$ cat src/rtl/tew_pkg.sv
// constants shared by the echo, open-breaker and weak-source trip logic
// assumes one 200 MHz clock and an apb master with 32-bit data
package tew_pkg;
    // ****************************************
    // clock and time base
    // ****************************************
    localparam int CLOCK_MHZ = 200;
    localparam int TICK_US = 1000;
    localparam int TICK_CYCLES = TICK_US * CLOCK_MHZ;
    localparam int DELAY_W = 16;
    localparam int SAMPLE_W = 16;
    localparam int RESID_W = 18;
    localparam int PIN_COUNT = 7;

    // ****************************************
    // register offsets
    // ****************************************
    localparam logic [7:0] CTRL_OFS = 8'h00;
    localparam logic [7:0] OB_DELAY_OFS = 8'h04;
    localparam logic [7:0] CONFIRM_OFS = 8'h08;
    localparam logic [7:0] PULSE_OFS = 8'h0c;
    localparam logic [7:0] REPEAT_OFS = 8'h10;
    localparam logic [7:0] POST_OFS = 8'h14;
    localparam logic [7:0] TRIP_DELAY_OFS = 8'h18;
    localparam logic [7:0] THRESH_OFS = 8'h1c;
    localparam logic [7:0] RATED_OFS = 8'h20;
    localparam logic [7:0] STATUS_OFS = 8'h24;

    // ****************************************
    // control fields
    // ****************************************
    localparam int CTRL_OB_EN = 0;
    localparam int CTRL_ECHO_EN = 1;
    localparam int CTRL_TRIP_EN = 2;
    localparam int CTRL_OVERREACH = 3;
    localparam int CTRL_VSUP = 4;
    localparam int CTRL_B_USED = 5;
    localparam int CTRL_NEUTRAL = 6;
    localparam int CTRL_W = 7;

    // ****************************************
    // reset values
    // ****************************************
    localparam logic [CTRL_W-1:0] CTRL_RST = 7'h00;
    localparam logic [DELAY_W-1:0] DELAY_RST = 16'h0000;
    localparam logic [15:0] THRESH_RST = 16'h0040;
    localparam logic [15:0] RATED_RST = 16'h4000;
    // pickup drops at threshold minus threshold/2^HYST_SHIFT
    localparam int HYST_SHIFT = 5;
    // per-unit threshold is q8.8
    localparam int PU_FRAC = 8;

    typedef enum logic [1:0] {
        TEW_IDLE,
        TEW_CONFIRM,
        TEW_PULSE,
        TEW_BLOCK
    } tew_echo_state_t;
endpackage

$ cat src/rtl/tew_core.sv
// echo transmission, open-breaker permissive and weak-source trip logic
// assumes pins are asynchronous, voltage samples arrive on this clock
`timescale 1ns/1ps
`default_nettype none
module tew_core #(
    parameter int TICK_LEN = tew_pkg::TICK_CYCLES // cycles per time-base tick
) (
    input wire logic clock, // 200 MHz clock
    input wire logic nrst, // synchronous reset, active low
    input wire logic psel, // apb select
    input wire logic penable, // apb enable
    input wire logic pwrite, // apb direction
    input wire logic [7:0] paddr, // apb byte address
    input wire logic [31:0] pwdata, // apb write data
    output logic [31:0] prdata, // apb read data
    output logic pready, // apb ready
    output logic pslverr, // apb error on unmapped address
    input wire logic breaker_a_state, // high when breaker a is open
    input wire logic breaker_b_state, // high when breaker b is open
    input wire logic permissive_in_side_a, // remote permissive, side a
    input wire logic permissive_in_side_b, // remote permissive, side b
    input wire logic general_fault_pickup, // backward or general pickup
    input wire logic forward_pickup, // forward earth-fault pickup
    input wire logic voltage_sensor_fault, // voltage measuring failure
    input wire logic sample_valid, // new voltage samples
    input wire logic signed [tew_pkg::SAMPLE_W-1:0] phase_a_v, // phase a to earth
    input wire logic signed [tew_pkg::SAMPLE_W-1:0] phase_b_v, // phase b to earth
    input wire logic signed [tew_pkg::SAMPLE_W-1:0] phase_c_v, // phase c to earth
    input wire logic signed [tew_pkg::SAMPLE_W-1:0] neutral_v, // measured displacement
    output logic permissive_out, // outgoing permissive
    output logic return_active, // permissive out is an echo
    output logic weak_source_operate, // weak-source trip
    output logic residual_pickup // residual overvoltage picked up
);
    import tew_pkg::*;

    // ****************************************
    // input synchronisers
    // ****************************************
    logic [PIN_COUNT-1:0] pin_raw;
    logic [PIN_COUNT-1:0] sync1_reg;
    logic [PIN_COUNT-1:0] sync2_reg;
    logic [PIN_COUNT-1:0] sync3_reg;
    logic [PIN_COUNT-1:0] pin_reg;
    logic [PIN_COUNT-1:0] pin_next;

    assign pin_raw = {voltage_sensor_fault, forward_pickup, general_fault_pickup,
        permissive_in_side_b, permissive_in_side_a, breaker_b_state, breaker_a_state};
    // a change is taken only once stages two and three agree
    assign pin_next = (sync2_reg & sync3_reg) | (pin_reg & (sync2_reg | sync3_reg));

    always_ff @(posedge clock) begin
        if (!nrst) begin
            sync1_reg <= '0;
            sync2_reg <= '0;
            sync3_reg <= '0;
            pin_reg <= '0;
        end else begin
            sync1_reg <= pin_raw;
            sync2_reg <= sync1_reg;
            sync3_reg <= sync2_reg;
            pin_reg <= pin_next;
        end
    end

    wire a_open = pin_reg[0];
    wire b_open = pin_reg[1];
    wire rx_a = pin_reg[2];
    wire rx_b = pin_reg[3];
    wire gen_pick = pin_reg[4];
    wire fwd_pick = pin_reg[5];
    wire vt_fault = pin_reg[6];

    // ****************************************
    // registers
    // ****************************************
    logic [CTRL_W-1:0] ctrl_reg;
    logic [DELAY_W-1:0] ob_delay_reg;
    logic [DELAY_W-1:0] confirm_reg;
    logic [DELAY_W-1:0] pulse_reg;
    logic [DELAY_W-1:0] repeat_reg;
    logic [DELAY_W-1:0] post_reg;
    logic [DELAY_W-1:0] trip_delay_reg;
    logic [15:0] thresh_reg;
    logic [15:0] rated_reg;
    logic [31:0] prdata_reg;
    logic pready_reg;
    logic pslverr_reg;

    wire access = psel && penable && !pready_reg;
    // a write lands only at the edge where the master sees ready
    wire wr = psel && penable && pwrite && pready_reg;
    wire hit_ctrl = paddr == CTRL_OFS;
    wire hit_ob = paddr == OB_DELAY_OFS;
    wire hit_conf = paddr == CONFIRM_OFS;
    wire hit_pulse = paddr == PULSE_OFS;
    wire hit_rep = paddr == REPEAT_OFS;
    wire hit_post = paddr == POST_OFS;
    wire hit_trip = paddr == TRIP_DELAY_OFS;
    wire hit_thr = paddr == THRESH_OFS;
    wire hit_rated = paddr == RATED_OFS;
    wire hit_stat = paddr == STATUS_OFS;
    wire mapped = hit_ctrl || hit_ob || hit_conf || hit_pulse || hit_rep || hit_post ||
        hit_trip || hit_thr || hit_rated || hit_stat;

    wire ob_en = ctrl_reg[CTRL_OB_EN];
    wire echo_en = ctrl_reg[CTRL_ECHO_EN];
    wire trip_en = ctrl_reg[CTRL_TRIP_EN];
    wire overreach = ctrl_reg[CTRL_OVERREACH];
    wire vsup = ctrl_reg[CTRL_VSUP];
    wire b_used = ctrl_reg[CTRL_B_USED];
    wire neutral_sel = ctrl_reg[CTRL_NEUTRAL];

    logic [31:0] status_word;
    logic [31:0] rd_mux;
    tew_echo_state_t state_reg;
    tew_echo_state_t state_next;
    logic ob_tx_reg;
    logic post_run_reg;
    logic pick_reg;
    logic trip_reg;
    logic echo_reg;
    logic perm_reg;

    assign status_word = {24'h000000, state_reg, post_run_reg, trip_reg, perm_reg,
        echo_reg, pick_reg, ob_tx_reg};
    assign rd_mux = hit_ctrl ? {25'h0000000, ctrl_reg} :
        hit_ob ? {16'h0000, ob_delay_reg} :
        hit_conf ? {16'h0000, confirm_reg} :
        hit_pulse ? {16'h0000, pulse_reg} :
        hit_rep ? {16'h0000, repeat_reg} :
        hit_post ? {16'h0000, post_reg} :
        hit_trip ? {16'h0000, trip_delay_reg} :
        hit_thr ? {16'h0000, thresh_reg} :
        hit_rated ? {16'h0000, rated_reg} :
        hit_stat ? status_word : 32'h00000000;

    always_ff @(posedge clock) begin
        if (!nrst) begin
            ctrl_reg <= CTRL_RST;
            ob_delay_reg <= DELAY_RST;
            confirm_reg <= DELAY_RST;
            pulse_reg <= DELAY_RST;
            repeat_reg <= DELAY_RST;
            post_reg <= DELAY_RST;
            trip_delay_reg <= DELAY_RST;
            thresh_reg <= THRESH_RST;
            rated_reg <= RATED_RST;
        end else if (wr) begin
            if (hit_ctrl) begin
                ctrl_reg <= pwdata[CTRL_W-1:0];
            end else if (hit_ob) begin
                ob_delay_reg <= pwdata[DELAY_W-1:0];
            end else if (hit_conf) begin
                confirm_reg <= pwdata[DELAY_W-1:0];
            end else if (hit_pulse) begin
                pulse_reg <= pwdata[DELAY_W-1:0];
            end else if (hit_rep) begin
                repeat_reg <= pwdata[DELAY_W-1:0];
            end else if (hit_post) begin
                post_reg <= pwdata[DELAY_W-1:0];
            end else if (hit_trip) begin
                trip_delay_reg <= pwdata[DELAY_W-1:0];
            end else if (hit_thr) begin
                thresh_reg <= pwdata[15:0];
            end else if (hit_rated) begin
                rated_reg <= pwdata[15:0];
            end
        end
    end

    // answer one cycle into the access phase
    always_ff @(posedge clock) begin
        if (!nrst) begin
            pready_reg <= 1'b0;
            pslverr_reg <= 1'b0;
            prdata_reg <= 32'h00000000;
        end else begin
            pready_reg <= access;
            pslverr_reg <= access && !mapped;
            if (access && !pwrite) begin
                prdata_reg <= rd_mux;
            end
        end
    end

    // ****************************************
    // time base
    // ****************************************
    logic [31:0] presc_reg;
    logic tick_reg;

    always_ff @(posedge clock) begin
        if (!nrst) begin
            presc_reg <= 32'h00000000;
            tick_reg <= 1'b0;
        end else if (presc_reg >= 32'(TICK_LEN - 1)) begin
            presc_reg <= 32'h00000000;
            tick_reg <= 1'b1;
        end else begin
            presc_reg <= presc_reg + 32'h00000001;
            tick_reg <= 1'b0;
        end
    end

    // ****************************************
    // residual overvoltage stage
    // ****************************************
    logic signed [RESID_W-1:0] resid;
    logic [RESID_W-1:0] resid_mag;
    logic [31:0] thr_prod;
    logic [RESID_W-1:0] thr_on;
    logic [RESID_W-1:0] thr_off;

    assign resid = neutral_sel ? RESID_W'(neutral_v) :
        RESID_W'(phase_a_v) + RESID_W'(phase_b_v) + RESID_W'(phase_c_v);
    assign resid_mag = resid[RESID_W-1] ? RESID_W'(-resid) : RESID_W'(resid);
    assign thr_prod = thresh_reg * rated_reg;
    assign thr_on = thr_prod[PU_FRAC+RESID_W-1:PU_FRAC];
    assign thr_off = thr_on - (thr_on >> HYST_SHIFT);

    always_ff @(posedge clock) begin
        if (!nrst) begin
            pick_reg <= 1'b0;
        end else if (sample_valid) begin
            if (resid_mag > thr_on) begin
                pick_reg <= 1'b1;
            end else if (resid_mag < thr_off) begin
                pick_reg <= 1'b0;
            end
        end
    end

    // ****************************************
    // open breaker permissive
    // ****************************************
    // second breaker gates the open state
    wire cb_open = a_open && (!b_used || b_open);
    wire ob_run = ob_en && overreach && cb_open;
    wire ob_done;

    tew_delay_timer u_ob_timer (
        .clock(clock),
        .nrst(nrst),
        .tick(tick_reg),
        .run(ob_run),
        .limit(ob_delay_reg),
        .expired(ob_done)
    );

    always_ff @(posedge clock) begin
        if (!nrst) begin
            ob_tx_reg <= 1'b0;
        end else begin
            ob_tx_reg <= ob_done;
        end
    end

    // ****************************************
    // post-pickup inhibit
    // ****************************************
    logic gen_prev_reg;
    wire post_done;

    tew_delay_timer u_post_timer (
        .clock(clock),
        .nrst(nrst),
        .tick(tick_reg),
        .run(post_run_reg),
        .limit(post_reg),
        .expired(post_done)
    );

    always_ff @(posedge clock) begin
        if (!nrst) begin
            gen_prev_reg <= 1'b0;
            post_run_reg <= 1'b0;
        end else begin
            gen_prev_reg <= gen_pick;
            if (gen_pick || post_done) begin
                post_run_reg <= 1'b0;
            end else if (gen_prev_reg) begin
                post_run_reg <= 1'b1;
            end
        end
    end

    wire pickup_block = gen_pick || post_run_reg;
    wire rx_any = rx_a || rx_b;

    // ****************************************
    // echo sequencer
    // ****************************************
    // echo qualification
    wire echo_cond = echo_en && overreach && rx_any && !pickup_block && (!vsup || pick_reg);
    wire conf_done;
    wire pulse_done;
    wire rep_done;

    tew_delay_timer u_conf_timer (
        .clock(clock),
        .nrst(nrst),
        .tick(tick_reg),
        .run(state_reg == TEW_CONFIRM && echo_cond),
        .limit(confirm_reg),
        .expired(conf_done)
    );

    tew_delay_timer u_pulse_timer (
        .clock(clock),
        .nrst(nrst),
        .tick(tick_reg),
        .run(state_reg == TEW_PULSE),
        .limit(pulse_reg),
        .expired(pulse_done)
    );

    tew_delay_timer u_rep_timer (
        .clock(clock),
        .nrst(nrst),
        .tick(tick_reg),
        .run(state_reg == TEW_BLOCK),
        .limit(repeat_reg),
        .expired(rep_done)
    );

    always_comb begin
        state_next = state_reg;
        case (state_reg)
            TEW_IDLE: begin
                if (echo_cond) begin
                    state_next = cb_open ? TEW_PULSE : TEW_CONFIRM;
                end
            end
            TEW_CONFIRM: begin
                if (!echo_cond) begin
                    state_next = TEW_IDLE;
                end else if (conf_done) begin
                    state_next = TEW_PULSE;
                end
            end
            TEW_PULSE: begin
                if (pulse_done) begin
                    state_next = TEW_BLOCK;
                end
            end
            TEW_BLOCK: begin
                if (rep_done) begin
                    state_next = TEW_IDLE;
                end
            end
            default: begin
                state_next = TEW_IDLE;
            end
        endcase
    end

    always_ff @(posedge clock) begin
        if (!nrst) begin
            state_reg <= TEW_IDLE;
        end else begin
            state_reg <= state_next;
        end
    end

    // ****************************************
    // weak-source trip
    // ****************************************
    // trip qualification
    wire trip_cond = trip_en && overreach && rx_any && !fwd_pick && !pickup_block &&
        pick_reg && !vt_fault;
    wire trip_done;

    tew_delay_timer u_trip_timer (
        .clock(clock),
        .nrst(nrst),
        .tick(tick_reg),
        .run(trip_cond),
        .limit(trip_delay_reg),
        .expired(trip_done)
    );

    // ****************************************
    // outputs
    // ****************************************
    // echo on permissive out plus indication
    always_ff @(posedge clock) begin
        if (!nrst) begin
            echo_reg <= 1'b0;
            perm_reg <= 1'b0;
            trip_reg <= 1'b0;
        end else begin
            echo_reg <= state_next == TEW_PULSE;
            perm_reg <= ob_done || state_next == TEW_PULSE;
            trip_reg <= trip_done;
        end
    end

    assign permissive_out = perm_reg;
    assign return_active = echo_reg;
    assign weak_source_operate = trip_reg;
    assign residual_pickup = pick_reg;
    assign prdata = prdata_reg;
    assign pready = pready_reg;
    assign pslverr = pslverr_reg;
endmodule
`default_nettype wire

$ cat src/rtl/tew_delay_timer.sv
// one delay timer counting time-base ticks while its start condition holds
// assumes tick is a one-cycle pulse on the same clock
`timescale 1ns/1ps
`default_nettype none
module tew_delay_timer (
    input wire logic clock, // system clock
    input wire logic nrst, // synchronous reset, active low
    input wire logic tick, // time-base pulse
    input wire logic run, // start condition, clears count when low
    input wire logic [15:0] limit, // delay in ticks
    output logic expired // delay elapsed while run held
);
    logic [15:0] count_reg;
    logic [15:0] count_next;

    assign count_next = !run ? 16'h0000 :
        (tick && count_reg < limit) ? count_reg + 16'h0001 : count_reg;
    assign expired = run && (count_reg >= limit);

    always_ff @(posedge clock) begin
        if (!nrst) begin
            count_reg <= 16'h0000;
        end else begin
            count_reg <= count_next;
        end
    end
endmodule
`default_nettype wire

$ cat config.mk
export PLATFORM = sky130hd
export DESIGN_NAME = tew_core
export DESIGN_NICKNAME = d
export VERILOG_FILES = /design/src/rtl/tew_pkg.sv /design/src/rtl/tew_core.sv /design/src/rtl/tew_delay_timer.sv
export SDC_FILE = /design/constraint.sdc
export NUM_CORES = 1
export LEC_CHECK = 0
export BUFFER_PORTS_ARGS = -buffer_cell sky130_fd_sc_hd__buf_4
export CAP_MARGIN = 5
export CORE_ASPECT_RATIO = 0.7
export CORE_MARGIN = 3
export CORE_UTILIZATION = 45
export CTS_BUF_LIST = sky130_fd_sc_hd__clkbuf_8
export CTS_CLUSTER_DIAMETER = 80
export DETAILED_ROUTE_END_ITERATION = 8
export SYNTH_ARGS = -nofsm -noshare
export SYNTH_HDL_FRONTEND = slang
export SYNTH_SLANG_ARGS = --single-unit
$ cat constraint.sdc
create_clock -name clock -period 10.25 [get_ports clock]
set_input_delay 1.025 -clock clock [delete_from_list [all_inputs] [get_ports clock]]
set_output_delay 1.025 -clock clock [all_outputs]
set_load 0.005 [all_outputs]
==> results_dict.tcl <==
set metrics [dict create \
    worstMarginPinSlew_ns 1.24 \
    whs_endpoint "sync2_reg[6]" \
    postPlaceCellArea_sq_mm 0.0279 \
    required_ns 10.80 \
    tns_ns 0 \
    rsz0062_at_grt "false" \
    instances_no_fill 4029 \
    worst-path-buf-inv 6 \
    largest_reg_flops 32 \
    r2r_cells 42 \
    num_rows 73 \
    fmax_mhz 104 \
    post_cts_buffers 0 \
    yosys_warnings 0 \
    initial_utilization 0.459 \
    dp_cells 3930 \
    reg2reg_to "residual_pickup" \
    ys.flop_type "dfxtp_1" \
    detail-route-antenna-nets 0 \
    grt_usage 0.250 \
    die_area_sq_mm 0.0615 \
    num-fill-cells 5452 \
    drive_above_1_share 0.0811 \
    min_from "sync1_reg[6]" \
    r2r_setup_slack_ns 0.64 \
    cts_buffer_depth 3 \
    syn_to_final_growth_pct 10.1 \
    finalCritPeriodShare 0.937 \
    worstSetupStartpoint "rated_reg[5]" \
    whs_path_depth 1 \
    io_buffers 122 \
    max_cap_viol_count 0 \
    wire_per_inst_um 19.3 \
    crit_path_end_kind "flop" \
    via_count 22600 \
    overflow 0 \
    cts_root_buf "clkbuf_8" \
    worstSkewPairLatency_ns 0.67 \
    drtIter0Drc 2099 \
    slew_viol_final 0 \
    drc 0 \
    boundaryPins 155 \
    criticalPathCategory "reg2reg" \
    routabilityCongestion 0.922 \
    cts.sinks 319 \
    diodes 0 \
    cts_resized 0 \
    p_per_area_mw_per_mm2 108 \
    worstReg2RegStart "rated_reg[5]" \
    p_leak_nw 12.1 \
    holdBufCountCts 0 \
    synthesis.area_sq_mm 0.0263 \
    cpLargestDelayFamily "adder cells" \
    whs_ns 0.431 \
    setup_slack_ns 0.643 \
    cts_tree "built" \
    viasPerCell 5.60 \
    cp.arrival_ns 10.16 \
    ys_ff_latch 319 \
    synthArstFlopShare 0 \
    synth_edf_count 0 \
    fp.dieW_um 295 \
    hold_class "reg2reg" \
    synth.avg_cell_area_sq_um 8.33 \
    fin_area_sq_mm 0.0290 \
    clk_pin_slew_ns 0.07 \
    multi_input_area_sq_mm 0.0180 \
    drt-pass1-iter-count 9 \
    startpoint_type "flop" \
    relSlewSlack 0.168 \
    coreArea_sq_mm 0.0574 \
    setup_viol 0 \
    seq_area_frac_synth 0.242 \
    p_total_mw 3.13 \
    regArea_sq_mm 0.00639 \
    fp.dieH_um 208 \
    antenna_found_initial 1 \
    place_ws_ns 0.810 \
    finalHoldViolCount 0 \
    drt_wl_total_um 77600 \
    synth_cell_types 88 \
    htreeDepth 2 \
    hpwl_um 59700 \
    grt_pass1_vias 21700 \
    peakVddDrop_mv 0.0817 \
    final_util 0.506 \
    grt_pass1_wl_um 122000 \
    syn-instance-count 3163 \
    finClkSkew_ns 0.0280 \
    fin_crit_ns 9.61 \
    grt_max_degree 194 \
    cp_max_fo 18 \
    numCtsBuffers 55 \
    nets 3790 \
    status "finished clean" \
    cpMaxStageDelayCell "dfxtp_1" \
    max_stage_delay_ns 0.55 \
]
==> cell usage after synthesis, types with 5 or more instances <==
master / number / share of area
clkbuf_1: 133 / 0.019
o31ai_1: 17 / 0.0048
a221oi_1: 11 / 0.0037
nor3b_1: 9 / 0.0026
buf_4: 25 / 0.0071
inv_1: 359 / 0.051
a222oi_1: 12 / 0.0046
and3_1: 40 / 0.0095
fa_1: 198 / 0.15
a31oi_1: 11 / 0.0026
a21o_1: 36 / 0.010
a21boi_0: 136 / 0.039
nand4_1: 47 / 0.011
nor2b_1: 37 / 0.0088
nand2_1: 493 / 0.070
o211a_1: 5 / 0.0019
nand2b_1: 15 / 0.0036
or2_2: 5 / 0.0012
xor2_1: 61 / 0.020
a211oi_1: 11 / 0.0031
or4_1: 16 / 0.0046
nor4_1: 24 / 0.0057
nor2_1: 167 / 0.024
ha_1: 237 / 0.11
and2_1: 145 / 0.034
or3_1: 21 / 0.0050
mux2i_1: 35 / 0.013
dfxtp_1: 319 / 0.24
a22oi_1: 5 / 0.0014
and4_1: 7 / 0.0023
o211ai_1: 15 / 0.0043
nor3_1: 38 / 0.0072
o22ai_1: 10 / 0.0024
o21a_1: 38 / 0.011
o21ai_0: 76 / 0.014
a21oi_1: 111 / 0.021
nand3_1: 77 / 0.015
xnor2_1: 80 / 0.027
==> report_power, final <==
part | internal (mW) | leakage (nW) | switching (mW)
clock | 0.650 | 0.648 | 0.571
combinational | 0.268 | 8.90 | 0.382
sequential | 1.25 | 2.58 | 0.00950
==> routing by layer <==
metal  GRT usage  wire, um  up-vias
met5           0         0        -
met4      0.0647      1900        0
met3      0.0497      7200      123
met2       0.344     30800      863
met1       0.392     37700    10900
li1            -         -    10600
==> cells by family (layout without fill, tap and decap cells) <==
group	after synthesis	in the layout	synth area share
AOI/OAI and AO/OA	543	543	0.143
xor gates and xnor gates	141	141	0.0469
adders and majority gates	438	438	0.264
buffers and inverters	525	612	0.0785
DFF	319	319	0.242
muxes	36	36	0.0137
other	1	30	0.000142
and+or+nand+nor	1160	1160	0.211
==> how the worst max path moves through the flow <==
stage,end,slack (ns),cells after the start
after global placement,residual_pickup,0.86,42
after floorplan,residual_pickup,1.49,42
after detailed placement,residual_pickup,0.81,42
final,residual_pickup,0.64,42
after global routing,residual_pickup,0.01,42
after CTS,residual_pickup,0.74,42
==> cells in the final DEF (no fill, tap or decap), types with 12 or more instances in the layout <==
cell / instances
or4_1: 16
mux2i_1: 35
o31ai_1: 17
nor2b_1: 37
and3_1: 40
nand2b_1: 15
a21oi_1: 111
nand3_1: 77
nor3_1: 38
o211ai_1: 15
xor2_1: 61
conb_1: 30
xnor2_1: 80
inv_1: 373
nand2_1: 493
nand4_1: 47
and2_1: 145
a21boi_0: 136
clkbuf_8: 68
o21ai_0: 76
ha_1: 237
o21a_1: 38
a21o_1: 36
a222oi_1: 12
nor2_1: 167
fa_1: 198
or3_1: 21
buf_4: 153
dfxtp_1: 319
nor4_1: 23
==> cell type report <==
type / count / area share
clock buffer: 68 / 0.0323
clock inverter: 30 / 0.00699
inverter: 360 / 0.0466
multi-input combinational: 2348 / 0.621
sequential: 319 / 0.220
tap: 750 / 0.0324
timing repair buffer: 154 / 0.0403
Note: power is estimated with default switching activity, not from simulation.
